### config.mk
export PLATFORM = sky130hd
export DESIGN_NAME = prioritized_interrupt_controller
export DESIGN_NICKNAME = d
export VERILOG_FILES = /design/src/rtl/irq_ctrl_pkg.sv /design/src/rtl/prioritized_interrupt_controller.sv
export SDC_FILE = /design/constraint.sdc
export NUM_CORES = 1
export LEC_CHECK = 0
export BUFFER_PORTS_ARGS = -buffer_cell sky130_fd_sc_hd__buf_2
export CORE_AREA = 2 2 83 85
export CTS_CLUSTER_DIAMETER = 40
export DETAILED_ROUTE_END_ITERATION = 7
export DIE_AREA = 0 0 85 87
export PLACE_DENSITY_LB_ADDON = 0.08
export SETUP_SLACK_MARGIN = 0.4
export SLEW_MARGIN = 20
export SYNTH_ARGS = -nofsm -noshare
export SYNTH_HDL_FRONTEND = slang
export SYNTH_SLANG_ARGS = --single-unit
### constraint.sdc
create_clock -name pclk -period 6.9 [get_ports pclk]
set_clock_uncertainty 0.2 [all_clocks]
set_input_delay 0 -clock pclk [delete_from_list [all_inputs] [get_ports pclk]]
set_output_delay 0 -clock pclk [all_outputs]
set_load 0.03 [all_outputs]
### src/rtl/irq_ctrl_pkg.sv
// Purpose: Shared constants and carriers of the prioritized interrupt controller
// Assumes: APB slave with 32-bit data, one clock pclk at 250 MHz
// Notes:   Vector slot n lives in pending bit n-1
package irq_ctrl_pkg;

    localparam int unsigned CLK_MHZ       = 250;
    localparam int unsigned NUM_SRC       = 12;
    localparam int unsigned PC_W          = 14;

    // Register byte addresses
    localparam logic [7:0] OFF_GLOBAL_EN  = 8'h20;
    localparam logic [7:0] OFF_EP_EN      = 8'h24;
    localparam logic [7:0] OFF_STATUS     = 8'h28;
    localparam logic [7:0] OFF_PENDING    = 8'h2C;

    // Global enable fields
    localparam int unsigned GE_BUS_RESET  = 0;
    localparam int unsigned GE_T128US     = 1;
    localparam int unsigned GE_T1024MS    = 2;
    localparam int unsigned GE_DAC        = 4;
    localparam int unsigned GE_GPIO       = 5;
    localparam int unsigned GE_I2C        = 6;
    localparam logic [7:0]  GE_WR_MASK    = 8'h77;
    localparam logic [7:0]  EP_WR_MASK    = 8'h1F;
    localparam logic [7:0]  EN_RESET      = 8'h00;

    // Processor status fields
    localparam int unsigned ST_IRQ_PEND   = 7;
    localparam int unsigned ST_BUS_RESET  = 5;
    localparam int unsigned ST_GIE_SENSE  = 2;

    // Pending bit index of each vector
    localparam int unsigned V_BUS_RESET   = 0;
    localparam int unsigned V_T128US      = 1;
    localparam int unsigned V_T1024MS     = 2;
    localparam int unsigned V_EP_FIRST    = 3;
    localparam int unsigned V_DAC         = 9;
    localparam int unsigned V_GPIO        = 10;
    localparam int unsigned V_I2C         = 11;

    localparam logic [PC_W-1:0] RESET_VECTOR = 14'h0000;
    localparam logic [PC_W-1:0] VECTOR_STEP  = 14'h0002;

    // Service timing
    localparam int unsigned CALL_CYCLES   = 10;
    localparam int unsigned JUMP_CYCLES   = 5;
    localparam logic [3:0]  CALL_LAST     = 4'(CALL_CYCLES - 1);

    // SE0 detection window, in ns: earliest 12 us, latest 16 us
    localparam int unsigned SE0_MIN_NS    = 12000;
    localparam int unsigned SE0_MAX_NS    = 16000;
    localparam int unsigned SE0_DET_CYC   = (SE0_MIN_NS * CLK_MHZ + 999) / 1000;
    localparam logic [11:0] SE0_DET_CNT   = 12'(SE0_DET_CYC);

    typedef struct packed {
        logic       tick_128us;
        logic       tick_1024ms;
        logic [4:0] ep_event;
        logic       dac_event;
        logic       gpio_event;
        logic       i2c_event;
    } irq_src_t;

    typedef struct packed {
        logic boundary;
        logic disable_irq_instr;
        logic enable_irq_instr;
        logic return_from_irq_instr;
    } cpu_ctl_t;

    typedef struct packed {
        logic            call_active;
        logic [PC_W-1:0] vector;
    } service_t;

    typedef enum logic [1:0] {
        SVC_IDLE = 2'b01,
        SVC_CALL = 2'b10
    } svc_state_t;

endpackage : irq_ctrl_pkg

### src/rtl/prioritized_interrupt_controller.sv
// Purpose: Pending, masking, priority and call injection for the MCU interrupts
// Assumes: Source events and CPU strobes are one-cycle pulses synchronous to pclk
// Notes:   The CPU pushes PC, carry_flag, zero_flag during the injected call
//
// Behaviour
// [RULE_01] Global enable bit 2 gates the 1.024 ms timer interrupt.
// [RULE_02] Global enable bit 4 gates the DAC pin interrupt.
// [RULE_03] Global enable bit 5 gates the shared GPIO edge interrupt.
// [RULE_04] Global enable bit 6 gates the I2C interrupt; bits 3 and 7 reserved.
// [RULE_05] Endpoint enable bits 0..4 gate endpoints A0, A1, A2, B0, B1; 7..5 reserved.
// [RULE_06] Reset clears both enable registers, disabling every interrupt.
// [RULE_07] One pending flop per source, set by event, held until serviced or reset.
// [RULE_08] Pending flop requests only while enabled; disabled ones stay pending.
// [RULE_09] Highest enabled request is taken only at an instruction boundary.
// [RULE_10] Lowest vector number wins: bus reset first, I2C last.
// [RULE_11] First service step clears CPU global enable, seen in status bit 2.
// [RULE_12] Second step clears only the serviced pending flop.
// [RULE_13] Third step injects a call to the vector; PC and flags get pushed.
// [RULE_14] Return-from-interrupt restores PC and flags and sets global enable.
// [RULE_15] Disable and enable instructions touch only global enable; nesting allowed.
// [RULE_16] Any pending interrupt shows in status bit 7 while global enable clear.
// [RULE_17] Execution starts at 0x0000 after reset; vectors are two bytes apart.
// [RULE_18] Vectors: bus reset 0x0002 through I2C 0x0018, 0x0012 reserved.
// [RULE_19] Latency is remaining instruction cycles plus 10 call plus 5 jump.
// [RULE_20] Bus reset detected on SE0 after at least 12 us, at most 16 us.
// [RULE_21] Detection sets status bit 5; interrupt raised when SE0 ends.
// [RULE_22] Bus reset aborts startup delay and clears device address registers.
// [RULE_23] Firmware should disable both timer interrupts before suspend.
// [RULE_24] Global enable bit 0 gates bus reset, bit 1 the 128 us timer.
// [RULE_25] An event on an already pending source does not queue a second request.
// [RULE_26] Of several requests only the lowest vector is taken; others stay pending.
//
// Implementation choices: the APB interface to the registers and the placing of the registers.
`timescale 1ns/1ps
module prioritized_interrupt_controller
    import irq_ctrl_pkg::*;
(
    input  wire logic            pclk,
    input  wire logic            presetn,
    input  wire logic            psel,
    input  wire logic            penable,
    input  wire logic            pwrite,
    input  wire logic [7:0]      paddr,
    input  wire logic [31:0]     pwdata,
    output logic      [31:0]     prdata,
    output logic                 pready,
    output logic                 pslverr,
    input  wire irq_src_t        src,
    input  wire cpu_ctl_t        cpu,
    input  wire logic            usb_dp,
    input  wire logic            usb_dm,
    output service_t             service,
    output logic                 global_irq_en,
    output logic                 irq_pending,
    output logic                 usb_bus_reset,
    output logic [PC_W-1:0]      start_pc
);

    logic [7:0]         global_en_r;
    logic [7:0]         ep_en_r;
    logic [NUM_SRC-1:0] pend_r;
    logic               gie_r;
    logic               bus_reset_flag_r;
    logic [11:0]        se0_cnt_r;
    logic               se0_seen_r;
    logic               se0_end_evt_r;
    logic               bus_reset_pulse_r;
    svc_state_t         state_r;
    logic [3:0]         call_cnt_r;
    logic [PC_W-1:0]    vector_r;
    logic               call_active_r;
    logic               irq_pending_r;
    logic [31:0]        prdata_r;
    logic               pready_r;
    logic               pslverr_r;

    logic [NUM_SRC-1:0] enable_map;
    logic [NUM_SRC-1:0] set_vec;
    logic [NUM_SRC-1:0] req_vec;
    logic [NUM_SRC-1:0] grant_vec;
    logic [NUM_SRC-1:0] pend_nxt;
    logic               take;
    logic               wr_acc;
    logic               rd_acc;
    logic               se0;

    // Vector address of pending slot idx: two bytes per entry after the reset entry
    function automatic logic [PC_W-1:0] vec_addr(input logic [NUM_SRC-1:0] onehot);
        logic [PC_W-1:0] a;
        a = RESET_VECTOR;
        for (int i = 0; i < NUM_SRC; i++) begin
            if (onehot[i]) begin
                a = RESET_VECTOR + PC_W'((i + 1) * int'(VECTOR_STEP)); // RULE_18
            end
        end
        return a;
    endfunction : vec_addr

    // Lowest index wins; a fixed chain keeps timing short at 12 sources
    function automatic logic [NUM_SRC-1:0] lowest_first(input logic [NUM_SRC-1:0] r);
        logic [NUM_SRC-1:0] g;
        g = r & (~r + NUM_SRC'(1));
        return g;
    endfunction : lowest_first

    assign se0    = ~usb_dp & ~usb_dm;
    assign wr_acc = psel & penable & ~pready_r & pwrite;
    assign rd_acc = psel & penable & ~pready_r & ~pwrite;

    always_comb begin
        enable_map                = '0;
        enable_map[V_BUS_RESET]   = global_en_r[GE_BUS_RESET];           // RULE_24
        enable_map[V_T128US]      = global_en_r[GE_T128US];              // RULE_24
        enable_map[V_T1024MS]     = global_en_r[GE_T1024MS];             // RULE_01
        enable_map[V_EP_FIRST+:5] = ep_en_r[4:0];                        // RULE_05
        enable_map[V_DAC]         = global_en_r[GE_DAC];                 // RULE_02
        enable_map[V_GPIO]        = global_en_r[GE_GPIO];                // RULE_03
        enable_map[V_I2C]         = global_en_r[GE_I2C];                 // RULE_04
    end

    always_comb begin
        set_vec                = '0;
        set_vec[V_BUS_RESET]   = se0_end_evt_r;                          // RULE_21
        set_vec[V_T128US]      = src.tick_128us;
        set_vec[V_T1024MS]     = src.tick_1024ms;
        set_vec[V_EP_FIRST+:5] = src.ep_event;
        set_vec[V_DAC]         = src.dac_event;
        set_vec[V_GPIO]        = src.gpio_event;
        set_vec[V_I2C]         = src.i2c_event;
    end

    assign req_vec   = pend_r & enable_map;                              // RULE_08
    assign grant_vec = lowest_first(req_vec);                            // RULE_10 RULE_26
    assign take      = cpu.boundary & gie_r & (|req_vec) & (state_r == SVC_IDLE); // RULE_09

    // Event while already pending merges into the same flop; set beats service clear
    assign pend_nxt = (pend_r & ~(take ? grant_vec : '0)) | set_vec;     // RULE_07 RULE_12 RULE_25

    always_ff @(posedge pclk or negedge presetn) begin
        if (!presetn) begin
            pend_r <= '0;                                                // RULE_07
        end else begin
            pend_r <= pend_nxt;
        end
    end

    // CPU global interrupt enable
    always_ff @(posedge pclk or negedge presetn) begin
        if (!presetn) begin
            gie_r <= 1'b0;
        end else if (take) begin
            gie_r <= 1'b0;                                               // RULE_11
        end else if (cpu.return_from_irq_instr || cpu.enable_irq_instr) begin
            gie_r <= 1'b1;                                               // RULE_14 RULE_15
        end else if (cpu.disable_irq_instr) begin
            gie_r <= 1'b0;                                               // RULE_15
        end
    end

    // Call injection; CPU fetches the vector's jump itself afterwards
    always_ff @(posedge pclk or negedge presetn) begin
        if (!presetn) begin
            state_r       <= SVC_IDLE;
            call_cnt_r    <= '0;
            vector_r      <= RESET_VECTOR;
            call_active_r <= 1'b0;
        end else begin
            unique case (state_r)
                SVC_IDLE: begin
                    if (take) begin
                        state_r       <= SVC_CALL;
                        call_cnt_r    <= '0;
                        vector_r      <= vec_addr(grant_vec);            // RULE_13 RULE_18
                        call_active_r <= 1'b1;                           // RULE_13
                    end
                end
                SVC_CALL: begin
                    if (call_cnt_r == CALL_LAST) begin
                        state_r       <= SVC_IDLE;                       // RULE_19
                        call_active_r <= 1'b0;
                    end else begin
                        call_cnt_r    <= call_cnt_r + 4'h1;
                    end
                end
            endcase
        end
    end

    // SE0 timing; detection fixed at the earliest legal point
    always_ff @(posedge pclk or negedge presetn) begin
        if (!presetn) begin
            se0_cnt_r         <= '0;
            se0_seen_r        <= 1'b0;
            se0_end_evt_r     <= 1'b0;
            bus_reset_pulse_r <= 1'b0;
        end else begin
            se0_end_evt_r     <= 1'b0;
            bus_reset_pulse_r <= 1'b0;
            if (se0) begin
                if (se0_cnt_r != SE0_DET_CNT) begin
                    se0_cnt_r <= se0_cnt_r + 12'h001;
                end
                if (se0_cnt_r == SE0_DET_CNT - 12'h001) begin
                    se0_seen_r        <= 1'b1;                           // RULE_20
                    bus_reset_pulse_r <= 1'b1;                           // RULE_22
                end
            end else begin
                se0_cnt_r <= '0;
                if (se0_seen_r) begin
                    se0_seen_r    <= 1'b0;
                    se0_end_evt_r <= 1'b1;                               // RULE_21
                end
            end
        end
    end

    // Status bit 5: hardware set wins over a software clear in the same cycle
    always_ff @(posedge pclk or negedge presetn) begin
        if (!presetn) begin
            bus_reset_flag_r <= 1'b0;
        end else if (bus_reset_pulse_r) begin
            bus_reset_flag_r <= 1'b1;                                    // RULE_21
        end else if (wr_acc && paddr == OFF_STATUS && !pwdata[ST_BUS_RESET]) begin
            bus_reset_flag_r <= 1'b0;
        end
    end

    always_ff @(posedge pclk or negedge presetn) begin
        if (!presetn) begin
            irq_pending_r <= 1'b0;
        end else begin
            irq_pending_r <= |pend_nxt;                                  // RULE_16
        end
    end

    // Enable registers; reserved bits never store
    always_ff @(posedge pclk or negedge presetn) begin
        if (!presetn) begin
            global_en_r <= EN_RESET;                                     // RULE_06
            ep_en_r     <= EN_RESET;                                     // RULE_06
        end else if (wr_acc) begin
            if (paddr == OFF_GLOBAL_EN) begin
                global_en_r <= pwdata[7:0] & GE_WR_MASK;                 // RULE_04
            end
            if (paddr == OFF_EP_EN) begin
                ep_en_r <= pwdata[7:0] & EP_WR_MASK;                     // RULE_05
            end
        end
    end

    // APB answer: one wait state, so every access lasts exactly two access cycles
    always_ff @(posedge pclk or negedge presetn) begin
        if (!presetn) begin
            pready_r  <= 1'b0;
            pslverr_r <= 1'b0;
            prdata_r  <= 32'h0000_0000;
        end else begin
            pready_r  <= psel & penable & ~pready_r;
            pslverr_r <= 1'b0;
            prdata_r  <= 32'h0000_0000;
            if (psel && penable && !pready_r) begin
                unique case (paddr)
                    OFF_GLOBAL_EN: prdata_r <= {24'h00_0000, global_en_r};
                    OFF_EP_EN:     prdata_r <= {24'h00_0000, ep_en_r};
                    OFF_STATUS: begin
                        prdata_r[ST_IRQ_PEND]  <= irq_pending_r;         // RULE_16
                        prdata_r[ST_BUS_RESET] <= bus_reset_flag_r;
                        prdata_r[ST_GIE_SENSE] <= gie_r;                 // RULE_11
                    end
                    OFF_PENDING:   prdata_r <= {20'h0_0000, pend_r};
                    default:       pslverr_r <= 1'b1;
                endcase
            end
        end
    end

    assign prdata              = prdata_r;
    assign pready              = pready_r;
    assign pslverr             = pslverr_r;
    assign service.call_active = call_active_r;
    assign service.vector      = vector_r;
    assign global_irq_en       = gie_r;
    assign irq_pending         = irq_pending_r;
    assign usb_bus_reset       = bus_reset_pulse_r;
    assign start_pc            = vector_r;                               // RULE_17

endmodule : prioritized_interrupt_controller

## Yosys cells after proc, flatten, opt, wreduce, memory -nomap -nowiden

Cells that the tools add are included.

- Flip-flop bits (word level): 96
- Output and inout bits: 66
- Logic and storage cells: 112

- $add $sub $neg: 3
- Equal/unequal tests: 14
- Multiplexer cells: 45
- Bitwise logic cells: 16
- Reductions and logical operators: 17

Operators with widths:

| kind | number |
|---|---|
| $mux W14 | 11 |
| $mux W12 | 4 |
| $and A12 B12 Y12 | 3 |
| $eq A8 B6 Y1 const B | 4 |
| $add A12 B1 Y12 const B | 2 |
| $not A12 Y12 | 2 |
| $reduce_or A12 Y1 | 2 |
| $mux W1 | 15 |
| $eq A12 B12 Y1 const B | 1 |
| $mux W4 | 3 |
| $ne A12 B12 Y1 const B | 1 |
| $or A12 B12 Y12 | 1 |
| $pmux W2 S3 | 2 |
| $reduce_and A2 Y1 | 5 |
| $pmux W4 S2 | 1 |
| $and A1 B1 Y1 | 7 |
| $mux W2 | 3 |
| $ne A2 B2 Y1 const B | 3 |
| $pmux W1 S2 | 3 |
| $add A4 B1 Y4 const B | 1 |
| $eq A4 B4 Y1 const B | 1 |
| $logic_and A1 B1 Y1 | 4 |
| $ne A2 B1 Y1 const B | 2 |
| $pmux W1 S4 | 1 |
| 10 further kinds | 13 |

## Longest topological paths before layout

- Depth after elaboration: 16
- Mapped depth: 7

## Worst setup path after synthesis

Ideal clock, no wire load.

- Path kind: reg-to-reg
- Start: register ep_en_r[0]
- End: register irq_pending_r (netlist: irq_pending)
- Setup time: 138 ps
- Arrival: 2,144 ps
- Data required time: 6,562 ps
- Setup slack: 4,417 ps
- Cell stages (with the launch flop): 6
- Buffers on the path: 0
- Period minus slack after synthesis: 2,483 ps
- Cells stage by stage: dfrtp_1 -> a222oi_1 -> nand4_2 -> o22a_1 -> nor4_1 -> or4b_1

- Longest elaborated chain between the ends: 9

Ends and longest elaborated chain:

| what | RTL line | text |
|---|---|---|
| start: declaration | prioritized_interrupt_controller.sv:60 | `logic [7:0] ep_en_r;` |
| start signal: assignment | prioritized_interrupt_controller.sv:246 | `ep_en_r <= pwdata[7:0] & EP_WR_MASK;` |
| $and A12 B12 Y12 * | prioritized_interrupt_controller.sv:132 | `assign req_vec = pend_r & enable_map;` |
| $not A12 Y12 / $reduce_or A12 Y1 (equally long branches) | prioritized_interrupt_controller.sv:102, prioritized_interrupt_controller.sv:134 |  |
| $add A12 B1 Y12 / $and A1 B1 Y1 (equally long branches) | prioritized_interrupt_controller.sv:102, prioritized_interrupt_controller.sv:134 |  |
| $and A12 B12 Y12 / $and A1 B1 Y1 (equally long branches) | prioritized_interrupt_controller.sv:102, prioritized_interrupt_controller.sv:134 |  |
| $mux W12 * | prioritized_interrupt_controller.sv:137 | `assign pend_nxt = (pend_r & ~(take ? grant_vec : '0)) \| set_vec;` |
| $not A12 Y12 * | prioritized_interrupt_controller.sv:137 |  |
| $and A12 B12 Y12 * | prioritized_interrupt_controller.sv:137 |  |
| $or A12 B12 Y12 * | prioritized_interrupt_controller.sv:137 |  |
| via pend_nxt[11] | prioritized_interrupt_controller.sv:81 | `logic [NUM_SRC-1:0] pend_nxt;` |
| $reduce_or A12 Y1 * | prioritized_interrupt_controller.sv:232 | `irq_pending_r <= \|pend_nxt;` |
| end signal: assignment | prioritized_interrupt_controller.sv:232 |  |
| end: declaration | prioritized_interrupt_controller.sv:72 | `logic irq_pending_r;` |

Mark *: on every way through the listed nets, which the timed path passes. The rest lies on a longest branch.
A chain may end at the register's enable or synchronous reset.

## Worst setup path in the final report

Ends and elaborated chain as after synthesis.

==> impl_metrics.py <==
metrics = {
    "global_routing": {
        "grt_pass1_wl_mm": 11.7,
        "grt_max_degree": 64,
        "grt_use_total": 0.205,
        "antenna_found_initial": 0,
        "grt_pass1_vias": 2518,
        "overflow": 0,
    },
    "power": {
        "p_per_area_nw_per_um2": 203,
        "p_leak_nw": 1.95,
        "ir_worst_vdd_mv": 0.164,
    },
    "synth": {
        "synth_top_family_by_area": "simple AND/OR/NAND/NOR gates",
        "yosys.area_share.simple": 0.182,
        "synth_common_cells": "dfrtp_1 (62), buf_4 (46), nor2_1 (33)",
        "yosys_register_bits": 63,
        "synthMostInstantiatedCell": "dfrtp_1",
        "yosys.area_share.xor_xnor": 0.0260,
        "synth_ff_type": "dfrtp_1",
        "synthCells": 335,
        "synthAdderAreaFrac": 0.0148,
        "synth_cell_types": 51,
        "syn_area_um2": 3370,
        "ys_top_cells_by_area": "dfrtp_1 (46%), buf_4 (10%), mux2_2 (4.3%), nor2_1 (3.7%), nand2_1 (2.3%)",
        "synth_top_area_cell": "dfrtp_1",
        "synth_compound_area_frac": 0.115,
        "async_flop_share": 1.00,
        "synth_edf_count": 0,
        "yosysWarnings": 0,
        "yosysSeqAreaShare": 0.468,
        "synth_area_per_cell_um2": 10.1,
        "synth_top_area_frac": 0.460,
        "yosys-mux-area-fraction": 0.0709,
    },
    "route": {
        "ant_nets": 0,
        "dr.first_iter.drc_count": 127,
        "wl_mm": 7.16,
        "dr_total_vias": 2550,
        "post_drt_wl_per_cell_um": 14.1,
        "firstDrtPassIters": 4,
        "drc": 0,
        "via_per_inst": 5.02,
    },
    "worst_setup_path": {
        "critPathCaptureType": "flip-flop",
        "crit_path_cell_trace": "a222oi_1 > nand4_2 > o22a_1 > nor4_1 > or4b_1",
        "cp-start-kind": "flip-flop",
        "cp_slowest_cell": "a222oi_1",
        "slowest_delay_ps": 770,
        "crit_type": "flip-flop to flip-flop",
        "crit_fanout": 7,
        "crit_arrival_ps": 2860,
        "crit_required_ps": 6910,
    },
    "cells_and_area": {
        "fill_cells": 566,
        "utilization": 0.613,
        "layout.nets": 488,
        "syn2layout_area_growth_pct": 19.4,
        "final_cell_area_um2": 4020,
        "diodes": 0,
        "drive_gt1_frac": 0.224,
    },
    "clocking": {
        "cts_root_buffer": "clkbuf_8",
        "clk_path_buf_depth": 2,
        "clock_latency_ps": 340,
        "path_clk_slew_ps": 70,
        "cts.sinks": 63,
        "numCtsBuffers": 9,
        "hold_buffers": 32,
        "cts_tree": "yes",
        "cts_setup_buffers": 0,
        "htree_num_levels": 3,
        "cts_resized": 0,
    },
    "place": {
        "gp_congestion": 0.816,
        "place_hpwl_mm": 5.00,
        "place_area_um2": 3550,
        "portBuffers": 60,
    },
    "timing": {
        "max_slew_margin": 0.454,
        "fin_crit_sh": 0.412,
        "hold_viol": 0,
        "tightest_slew_ps": 819,
        "rsz0062_at_grt": "no",
        "fmax_ghz": 0.352,
        "period_minus_slack_ps": 2840,
        "final-max-slew-violation-count": 0,
        "holdWs_ps": 162,
        "setup_viol": 0,
        "finalSetupTns_ps": 0,
    },
    "floorplanning": {
        "ios": 127,
        "die-area_um2": 7400,
        "row_count": 30,
        "die-height_um": 87,
        "die_x_um": 85,
        "coreArea_um2": 6570,
        "start_util": 0.513,
    },
    "min_path": {
        "min_path_type": "primary input to asynchronous set/reset pin",
    },
    "job": {
        "cap_violations": 0,
    },
    "run_status": {
        "status": "complete, no violations",
    },
}
==> cells by family after synthesis <==
family / Yosys count
buffers and inverters: 63
and+or+nand+nor: 118
other: 1
AOI/OAI and AO/OA: 55
xor gates and xnor gates: 10
DFF: 63
muxes: 21
adders and majority gates: 4
==> power breakdown <==
part / internal (mW) / switching, mW / leakage, nW
Clock: 0.127 / 0.136 / 0.0866
Combinational: 0.0555 / 0.0896 / 1.07
Sequential: 0.390 / 0.0187 / 0.797
==> per-stage QoR <==
step	cells	setup WS, ps	total power, mW
after global routing	508	3850	0.866
after global placement	460	4070	0.546
after detailed placement	460	4070	0.550
after floorplan	375	4420	0.532
after CTS	508	4060	0.829
final	508	4060	0.817
==> flip-flops by register name (all words and copies together) (netlist names) <==
signal            flops
prdata               11
call_cnt_r            4
pslverr               1
ep_en_r               5
state_r               2
global_en_r           6
pready                1
bus_reset_flag_r      1
start_pc              4
global_irq_en         1
se0_seen_r            1
pend_r               11
se0_cnt_r            12
se0_end_evt_r         1
irq_pending           1
usb_bus_reset         1
==> final timing paths <==
kind | slack, ps | cells after the start | end | start
max | 4060 | 5 | irq_pending | ep_en_r[0]
min | 160 | 3 | prdata[11] | presetn
max reg2reg | 4060 | 5 | irq_pending | ep_en_r[0]
min reg2reg | 270 | 1 | se0_seen_r | se0_seen_r
max in group asynchronous | 5820 | 3 | se0_cnt_r[6] | presetn
min in group pclk | 200 | 3 | pend_r[10] | src[1]
==> worst max-delay path, delay by kind of cell (launching register included) <==
kind | cells | cell delay (ps)
DFF | 1 | 440
AOI/OAI and AO/OA | 2 | 1060
and+or+nand+nor | 3 | 1010
==> layout by cell type (no fill, tap or decap), types with 4 or more instances in the layout <==
cell            n
dfrtp_1        62
buf_2          60
conb_1         41
nor2_1         33
dlygate4sd3_1  32
nand2_1        21
mux2_2         13
nand3_1        11
a21oi_1        11
a21o_1          9
nand2b_1        9
clkbuf_8        9
and2_1          8
and3_1          7
mux2i_1         7
inv_1           6
xnor2_1         6
o21ai_0         5
nor4_1          5
clkinv_2        5
a222oi_1        4
nor2b_1         4
nor3_1          4
a31oi_1         4
xor2_1          4
ha_1            4
==> layer usage <==
| metal | track usage | wire (µm) |
|---|---|---|
| met1 | 0.251 | 3180 |
| met2 | 0.353 | 3600 |
| met3 | 0.0455 | 296 |
| met4 | 0.0837 | 76 |
| met5 | 0 | 0 |
==> final cells by class <==
class	count	area (µm²)	area share
clock buffers	11	131	0.0326
clock inverters	5	25.0	0.00622
inverters	6	22.5	0.00560
multi-input cells	249	1530	0.381
flip-flops and latches	63	1580	0.392
well taps	80	100	0.0249
repair buffers	94	636	0.158
(Power assumes the default switching activity.)
